### config.mk
export PLATFORM = sky130hd
export DESIGN_NAME = tsc_top
export DESIGN_NICKNAME = d
export VERILOG_FILES = /design/src/hw/tsc_pkg.sv /design/src/hw/tsc_tick_if.sv /design/src/hw/tsc_sync.sv /design/src/hw/tsc_prescaler.sv /design/src/hw/tsc_top.sv
export SDC_FILE = /design/constraint.sdc
export NUM_CORES = 1
export LEC_CHECK = 0
export BUFFER_PORTS_ARGS = -buffer_cell sky130_fd_sc_hd__buf_4
export CORE_AREA = 2 2 94 96
export CTS_CLUSTER_SIZE = 12
export DETAILED_ROUTE_END_ITERATION = 7
export DIE_AREA = 0 0 96 98
export GPL_ROUTABILITY_DRIVEN = 1
export GPL_TIMING_DRIVEN = 0
export PLACE_DENSITY_LB_ADDON = 0.05
export SYNTH_ARGS = -nofsm -noshare
export SYNTH_HDL_FRONTEND = slang
export SYNTH_SLANG_ARGS = --single-unit
### constraint.sdc
create_clock -name sys_clk -period 8.55 [get_ports sys_clk]
set_clock_uncertainty 0.1 [all_clocks]
set_input_delay 0.855 -clock sys_clk [delete_from_list [all_inputs] [get_ports sys_clk]]
set_output_delay 0.855 -clock sys_clk [all_outputs]
set_load 0.02 [all_outputs]
### src/hw/tsc_pkg.sv
/*
 * tsc_pkg: constants shared by the timer status/control block.
 * Assumes a single 8-bit register reached over a plain strobe port.
 */
package tsc_pkg;
    localparam int ADDR_W = 8;
    localparam int DATA_W = 8;
    localparam int CNT_W = 16;
    localparam int PS_W = 3;
    localparam int PS_CNT_W = 7;
    localparam int CLKS_W = 2;

    localparam logic [ADDR_W-1:0] SC_OFFSET = 8'h00;

    localparam int OVF_FLAG_BIT = 7;
    localparam int OVF_IRQ_EN_BIT = 6;
    localparam int CENTER_PWM_BIT = 5;
    localparam int CLKS_HI_BIT = 4;
    localparam int CLKS_LO_BIT = 3;
    localparam int PS_HI_BIT = 2;
    localparam int PS_LO_BIT = 0;

    localparam logic [DATA_W-1:0] SC_RESET = 8'h00;
    localparam logic [CLKS_W-1:0] CLKS_RESET = 2'h0;
    localparam logic [PS_W-1:0] PS_RESET = 3'h0;
    localparam logic [CNT_W-1:0] CNT_RESET = 16'h0000;
    localparam logic [CNT_W-1:0] CNT_WRAP = 16'h0000;
    localparam logic [CNT_W-1:0] CNT_FREE_TOP = 16'hffff;
    localparam logic [DATA_W-1:0] RD_UNMAPPED = 8'h00;

    typedef enum logic [CLKS_W-1:0] {
        TSC_CLK_OFF = 2'h0,
        TSC_CLK_BUS = 2'h1,
        TSC_CLK_FIXED = 2'h2,
        TSC_CLK_EXT = 2'h3
    } tsc_clk_src_e;
endpackage

### src/hw/tsc_tick_if.sv
/*
 * tsc_tick_if: carries the selected clock tick and prescale factor to the
 * prescaler and the divided tick back. Assumes one clock domain.
 */
`timescale 1ns/1ps
interface tsc_tick_if;
    logic src_tick;
    logic [2:0] ps_sel;
    logic div_tick;

    modport ctrl (output src_tick, output ps_sel, input div_tick);
    modport presc (input src_tick, input ps_sel, output div_tick);
endinterface

### src/hw/tsc_sync.sv
/*
 * tsc_sync: two-flop synchroniser for the external clock pin with a
 * rising-edge pulse. Assumes the pin toggles at most at a quarter of sys_clk.
 */
`timescale 1ns/1ps
module tsc_sync (
    input wire logic sys_clk,
    input wire logic resetn,
    input wire logic clk_en,
    input wire logic pin_in,
    output logic rise_pulse
);
    logic meta_reg;
    logic sync_reg;
    logic prev_reg;

    // only the second flop reads the first one
    always_ff @(posedge sys_clk or negedge resetn) begin
        if (!resetn) begin
            meta_reg <= 1'b0;
            sync_reg <= 1'b0;
            prev_reg <= 1'b0;
        end else if (clk_en) begin
            meta_reg <= pin_in;
            sync_reg <= meta_reg;
            prev_reg <= sync_reg;
        end
    end

    assign rise_pulse = sync_reg & ~prev_reg;
endmodule

### src/hw/tsc_prescaler.sv
/*
 * tsc_prescaler: divides the selected tick by two to the power ps_sel.
 * Assumes src_tick is a one-cycle enable on sys_clk.
 */
`timescale 1ns/1ps
module tsc_prescaler
    import tsc_pkg::*;
(
    input wire logic sys_clk,
    input wire logic resetn,
    input wire logic clk_en,
    tsc_tick_if.presc tick
);
    logic [PS_CNT_W-1:0] div_reg;
    logic [PS_CNT_W-1:0] mask;

    // mask comes straight from the register bits, so a new factor acts next cycle
    assign mask = PS_CNT_W'((8'h01 << tick.ps_sel) - 8'h01);

    always_ff @(posedge sys_clk or negedge resetn) begin
        if (!resetn) begin
            div_reg <= '0;
        end else if (clk_en && tick.src_tick) begin
            div_reg <= div_reg + 1'b1;
        end
    end

    assign tick.div_tick = tick.src_tick && ((div_reg & mask) == mask);
endmodule

### src/hw/tsc_top.sv
/*
 * tsc_top: status/control register of a 16-bit timer with its counter,
 * clock source selection, prescaler and overflow flag.
 * Assumes modulo_value and fixed_clk_tick come from sys_clk logic; the
 * external clock pin is asynchronous.
 */
`timescale 1ns/1ps
module tsc_top (
    input wire logic sys_clk,
    input wire logic resetn,
    input wire logic clk_en,
    input wire logic [tsc_pkg::ADDR_W-1:0] reg_addr,
    input wire logic [tsc_pkg::DATA_W-1:0] reg_wdata,
    input wire logic reg_wr,
    input wire logic reg_rd,
    output logic [tsc_pkg::DATA_W-1:0] reg_rdata,
    input wire logic [tsc_pkg::CNT_W-1:0] modulo_value,
    input wire logic ext_clk_pin,
    input wire logic fixed_clk_tick,
    input wire logic pll_active,
    output logic overflow_irq,
    output logic [tsc_pkg::CNT_W-1:0] count_value,
    output logic count_down,
    output logic center_pwm_mode,
    output logic pins_to_gpio,
    output logic coherency_restart
);
    import tsc_pkg::*;

    tsc_tick_if tick ();

    logic overflow_flag_reg;
    logic overflow_flag_next;
    logic clear_armed_reg;
    logic clear_armed_next;
    logic overflow_irq_enable_reg;
    logic center_pwm_select_reg;
    logic [CLKS_W-1:0] clock_source_sel_reg;
    logic [PS_W-1:0] prescale_sel_reg;
    logic [CNT_W-1:0] count_reg;
    logic down_reg;
    logic [DATA_W-1:0] rdata_reg;
    logic irq_reg;
    logic gpio_reg;
    logic restart_reg;
    logic sc_hit;
    logic sc_wr;
    logic sc_rd;
    logic ext_rise;
    logic ovf_evt;
    logic [CNT_W-1:0] top_value;
    logic [DATA_W-1:0] sc_view;

    assign sc_hit = (reg_addr == SC_OFFSET);
    assign sc_wr = clk_en && reg_wr && sc_hit;
    assign sc_rd = clk_en && reg_rd && sc_hit;

    tsc_sync u_ext_sync (
        .sys_clk(sys_clk),
        .resetn(resetn),
        .clk_en(clk_en),
        .pin_in(ext_clk_pin),
        .rise_pulse(ext_rise)
    );

    // source selection feeds the prescaler, never the other way round
    always_comb begin
        unique case (tsc_clk_src_e'(clock_source_sel_reg))
            TSC_CLK_OFF: tick.src_tick = 1'b0;
            TSC_CLK_BUS: tick.src_tick = 1'b1;
            TSC_CLK_FIXED: tick.src_tick = pll_active ? fixed_clk_tick : 1'b1;
            TSC_CLK_EXT: tick.src_tick = ext_rise;
        endcase
    end

    assign tick.ps_sel = prescale_sel_reg;

    tsc_prescaler u_presc (
        .sys_clk(sys_clk),
        .resetn(resetn),
        .clk_en(clk_en),
        .tick(tick)
    );

    // a zero modulo means free running over the full range
    assign top_value = (modulo_value == CNT_WRAP) ? CNT_FREE_TOP : modulo_value;

    always_comb begin
        ovf_evt = 1'b0;
        if (tick.div_tick) begin
            if (!center_pwm_select_reg) begin
                ovf_evt = (count_reg >= top_value);
            end else begin
                ovf_evt = down_reg && (count_reg == 16'h0001);
            end
        end
    end

    always_ff @(posedge sys_clk or negedge resetn) begin
        if (!resetn) begin
            count_reg <= CNT_RESET;
            down_reg <= 1'b0;
        end else if (clk_en && !tick.div_tick && !center_pwm_select_reg) begin
            // leaving center mode must not leave a stale down indication while ticks are slow
            down_reg <= 1'b0;
        end else if (clk_en && tick.div_tick) begin
            if (!center_pwm_select_reg) begin
                down_reg <= 1'b0;
                if (count_reg >= top_value) begin
                    count_reg <= CNT_WRAP;
                end else begin
                    count_reg <= count_reg + 1'b1;
                end
            end else if (!down_reg) begin
                if (count_reg >= top_value) begin
                    down_reg <= 1'b1;
                    count_reg <= count_reg - 1'b1;
                end else begin
                    count_reg <= count_reg + 1'b1;
                end
            end else if (count_reg == CNT_WRAP) begin
                down_reg <= 1'b0;
                count_reg <= count_reg + 1'b1;
            end else begin
                count_reg <= count_reg - 1'b1;
            end
        end
    end

    // the set of a new overflow wins over a clear in the same cycle
    always_comb begin
        overflow_flag_next = overflow_flag_reg;
        clear_armed_next = clear_armed_reg;
        if (sc_rd && overflow_flag_reg) begin
            clear_armed_next = 1'b1;
        end
        if (sc_wr) begin
            clear_armed_next = 1'b0;
            if (clear_armed_reg && !reg_wdata[OVF_FLAG_BIT]) begin
                overflow_flag_next = 1'b0;
            end
        end
        if (ovf_evt) begin
            overflow_flag_next = 1'b1;
            clear_armed_next = 1'b0;
        end
    end

    always_ff @(posedge sys_clk or negedge resetn) begin
        if (!resetn) begin
            overflow_flag_reg <= 1'b0;
            clear_armed_reg <= 1'b0;
        end else if (clk_en) begin
            overflow_flag_reg <= overflow_flag_next;
            clear_armed_reg <= clear_armed_next;
        end
    end

    always_ff @(posedge sys_clk or negedge resetn) begin
        if (!resetn) begin
            overflow_irq_enable_reg <= SC_RESET[OVF_IRQ_EN_BIT];
            center_pwm_select_reg <= SC_RESET[CENTER_PWM_BIT];
            clock_source_sel_reg <= CLKS_RESET;
            prescale_sel_reg <= PS_RESET;
        end else if (sc_wr) begin
            overflow_irq_enable_reg <= reg_wdata[OVF_IRQ_EN_BIT];
            center_pwm_select_reg <= reg_wdata[CENTER_PWM_BIT];
            clock_source_sel_reg <= reg_wdata[CLKS_HI_BIT:CLKS_LO_BIT];
            prescale_sel_reg <= reg_wdata[PS_HI_BIT:PS_LO_BIT];
        end
    end

    assign sc_view = {overflow_flag_reg, overflow_irq_enable_reg, center_pwm_select_reg,
                      clock_source_sel_reg, prescale_sel_reg};

    always_ff @(posedge sys_clk or negedge resetn) begin
        if (!resetn) begin
            rdata_reg <= RD_UNMAPPED;
        end else if (clk_en) begin
            if (reg_rd) begin
                rdata_reg <= sc_hit ? sc_view : RD_UNMAPPED;
            end else begin
                rdata_reg <= RD_UNMAPPED;
            end
        end
    end

    // outputs are registered from next values so they track the flag without lag
    always_ff @(posedge sys_clk or negedge resetn) begin
        if (!resetn) begin
            irq_reg <= 1'b0;
            gpio_reg <= 1'b1;
            restart_reg <= 1'b0;
        end else if (clk_en) begin
            irq_reg <= overflow_flag_next && (sc_wr ? reg_wdata[OVF_IRQ_EN_BIT]
                                                    : overflow_irq_enable_reg);
            gpio_reg <= sc_wr ? (reg_wdata[CLKS_HI_BIT:CLKS_LO_BIT] == CLKS_RESET)
                              : (clock_source_sel_reg == CLKS_RESET);
            restart_reg <= sc_wr;
        end
    end

    assign reg_rdata = rdata_reg;
    assign overflow_irq = irq_reg;
    assign count_value = count_reg;
    assign count_down = down_reg;
    assign center_pwm_mode = center_pwm_select_reg;
    assign pins_to_gpio = gpio_reg;
    assign coherency_restart = restart_reg;
endmodule

==> results.tsv <==
metric	value	unit
vias in the first global route	3005	
post_cts resized	0	
RSZ-0062 raised after global routing	no	
Total Routing Usage GR	19.68	%
Worst Hold Class	reg -> reg	
cells on worst reg2reg path	10	
internal power	0.3994	mW
row count	34	
Starting Density	38.75	%
final WL	9066	um
clock slew at reported path FFs	0.09	ns
number of diodes	0	
Total Power	0.5909	mW
slowest stage cell, crit path	or4_4	
hold_buf cts	0	
hold path depth	1	
drt drc	0	
CTS tree	yes	
Skew-Pair Late Insertion Delay	0.31	ns
yosys warns	0	
TritonCTS buffer count	5	
initial antenna violation count	0	
library cells used by synthesis	58	
Vias	3205	
Worst Path Required	8.65	ns
Setup CP Type	in -> reg	
Yosys top cell by area	dfrtp_1	
post-route clock period utilization	53.34	%
most common cell after layout, fill and taps aside	buf_4	
Detail Route Antenna Nets	0	
Critical path origin	modulo_value[0]	
critical path endpoint category	flip-flop	
reg2reg end	count_value[8]	
status	finished, final reports clean	
Worst Path Arrival	4.66	ns
commonest cells after routing, fill and taps aside	68 x buf_4, 46 x dfrtp_1, 35 x nor2_1, 31 x nand2_1, 28 x o21ai_0	
Vias/cell	5.683	
Psw	0.1915	mW
largest net degree at the start of global routing	48	
Hold Vio Cnt, Final	0	
CTS Sinks	47	
die width	96	um
PortBufs	68	
Max Cap Viol	0	
CTS Root Cell	clkbuf_8	
Avg WL per Cell	16.07	um
Leak	1.806	nW
max reg flops	16	
fin area	4044	um2
H-tree Lvls	2	
sequential area share after synthesis	35.89	%
switch share	32.41	%
synthesized area	3281	um2
clock share of power	29.6	%
Hold Path End	u_presc.div_reg[6]	
Post-CTS Repair Setup Buffers	0	
core region area	8466	um2
worst min-delay path startpoint	u_presc.div_reg[6]	
initial drt markers	189	
EDFF count, synth	0	
combinational share of power	27.1	%
final setup TNS	0	ns
CTS max path bufs	2	
peak supply drop	0.06454	mV
Die Ht	98	um
critical-path cell list	buf_4 > nor4_1 > and4_1 > clkbuf_1 > clkbuf_1 > nor2_1 > ha_1 > a211oi_2 > nor2_1 > or4_4 > a211oi_2 > nor2_1 > a221o_1 > a22o_1	
CP delay by family, top	simple AND/OR/NAND/NOR gates	
first-pass GRT wire length	14550	um
area grow syn2layout	23.26	%
fmax	0.2193	GHz
Overflow after GRT	0	
Layout Nets	516	
crit start category	input port	
Final Max Tran Viols	0	
Fill cells	836	
PwrDens	146.1	nW/um2
Primary FF master, synth	dfrtp_1	
DP Area	3926	um2
max_slew headroom	43.39	%
min cycle time layout	4.560	ns
Least-Margin Pin Slew	0.8460	ns
share of cells above drive strength 1	23.25	%
Syn Area/Cell	8.633	um2
reg-to-reg startpoint	count_value[0]	
largest cells by area after synthesis	dfrtp_1 35%, ha_1 8.0%, o21ai_0 4.3%	
HPWL Detailed	6738	um
cell count after synthesis	380	
flop-to-flop setup slack	4.89	ns
worst setup margin	3.990	ns
Placement Setup Slack	3.650	ns
Reg power frac	43.3	%
setup violators final	0	
cell mode on critical path	nor2_1	
Ports	69	
DRT Pass-1 Iters	4	
Async SR Flop Fraction	100.0	%
#FFs+latches synth	47	
Synth top area share	35.09	%
Die Footprint	9408	um2
CP max stage delay	0.54	ns
RD Place Congestion	0.9374	
Post-Syn Nets	441	
critical-path maximum fanout	10	
worst path bufs/invs	3	
## synth_stat cells, types with 10 or more instances
master     n
nor3_1    15
clkbuf_1  16
o21ai_0   28
dfrtp_1   46
nor2_1    35
mux2_2    11
a21oi_1   18
ha_1      21
nand2_1   31
inv_1     15
nand3_1   12
nand4_1   10
## worst max path at each step
stage                           to  slack (ns)  cells past startpoint
finish              count_value[8]        3.99                     14
global route        count_value[8]        3.75                     13
CTS                 count_value[8]        3.98                     14
detailed placement  count_value[8]        3.65                     14
global placement    count_value[8]        3.62                     14
floorplan           count_value[5]        4.37                     13
## final cells by class
| type | instances | area (um2) | share of cell area (%) |
|---|---|---|---|
| clock inverter | 2 | 35.03 | 0.8663 |
| timing repair buffer | 68 | 510.5 | 12.62 |
| inverter | 15 | 56.30 | 1.392 |
| tap | 108 | 135.1 | 3.342 |
| sequential | 47 | 1177 | 29.12 |
| multi-input combinational | 295 | 1956 | 48.36 |
| clock buffer | 6 | 82.58 | 2.042 |
| buffer | 23 | 91.34 | 2.259 |
## through the flow
| stage | std cells | hold WS, ns | utilization (%) |
|---|---|---|---|
| after floorplan | 380 | 0.3371 | - |
| after global placement | 556 | 0.3566 | 46.38 |
| after detailed placement | 556 | 0.3592 | 46.38 |
| after CTS | 564 | 0.3777 | 47.77 |
| after global routing | 564 | 0.3969 | 47.77 |
| final | 564 | 0.3770 | 47.77 |
## power groups by stage
stage / clock [mW] / combinational (mW) / sequential [mW]
6_report: 0.175 / 0.160 / 0.256
5_1_grt: 0.191 / 0.180 / 0.259
4_1_cts: 0.180 / 0.161 / 0.256
3_5_place_dp: 0 / 0.159 / 0.261
3_3_place_gp: 0 / 0.159 / 0.260
2_1_floorplan: 0 / 0.0945 / 0.266
## cells by family after synthesis
family                   count (synthesis)  share of synthesized area (%)
adder cells (fa/ha/maj)                 21                          8.009
buffers and inverters                   38                          4.500
XOR/XNOR                                11                          2.937
multiplexers                            14                          4.691
AO/OA/AOI/OAI                           95                          19.45
AND/OR/NAND/NOR                        154                          24.52
flip-flops                              47                          35.89
## per-layer routing
| layer | vias up | track usage [%] | wire length, um | share of wire, % |
|---|---|---|---|---|
| met5 | - | 0 | 0 | 0 |
| met4 | 0 | 8.132 | 186 | 2.1 |
| met3 | 15 | 4.707 | 693 | 7.6 |
| met2 | 135 | 31.20 | 4193 | 46 |
| met1 | 1505 | 25.50 | 3993 | 44 |
| li1 | 1550 | - | - | - |
(Power assumes the default switching activity.)
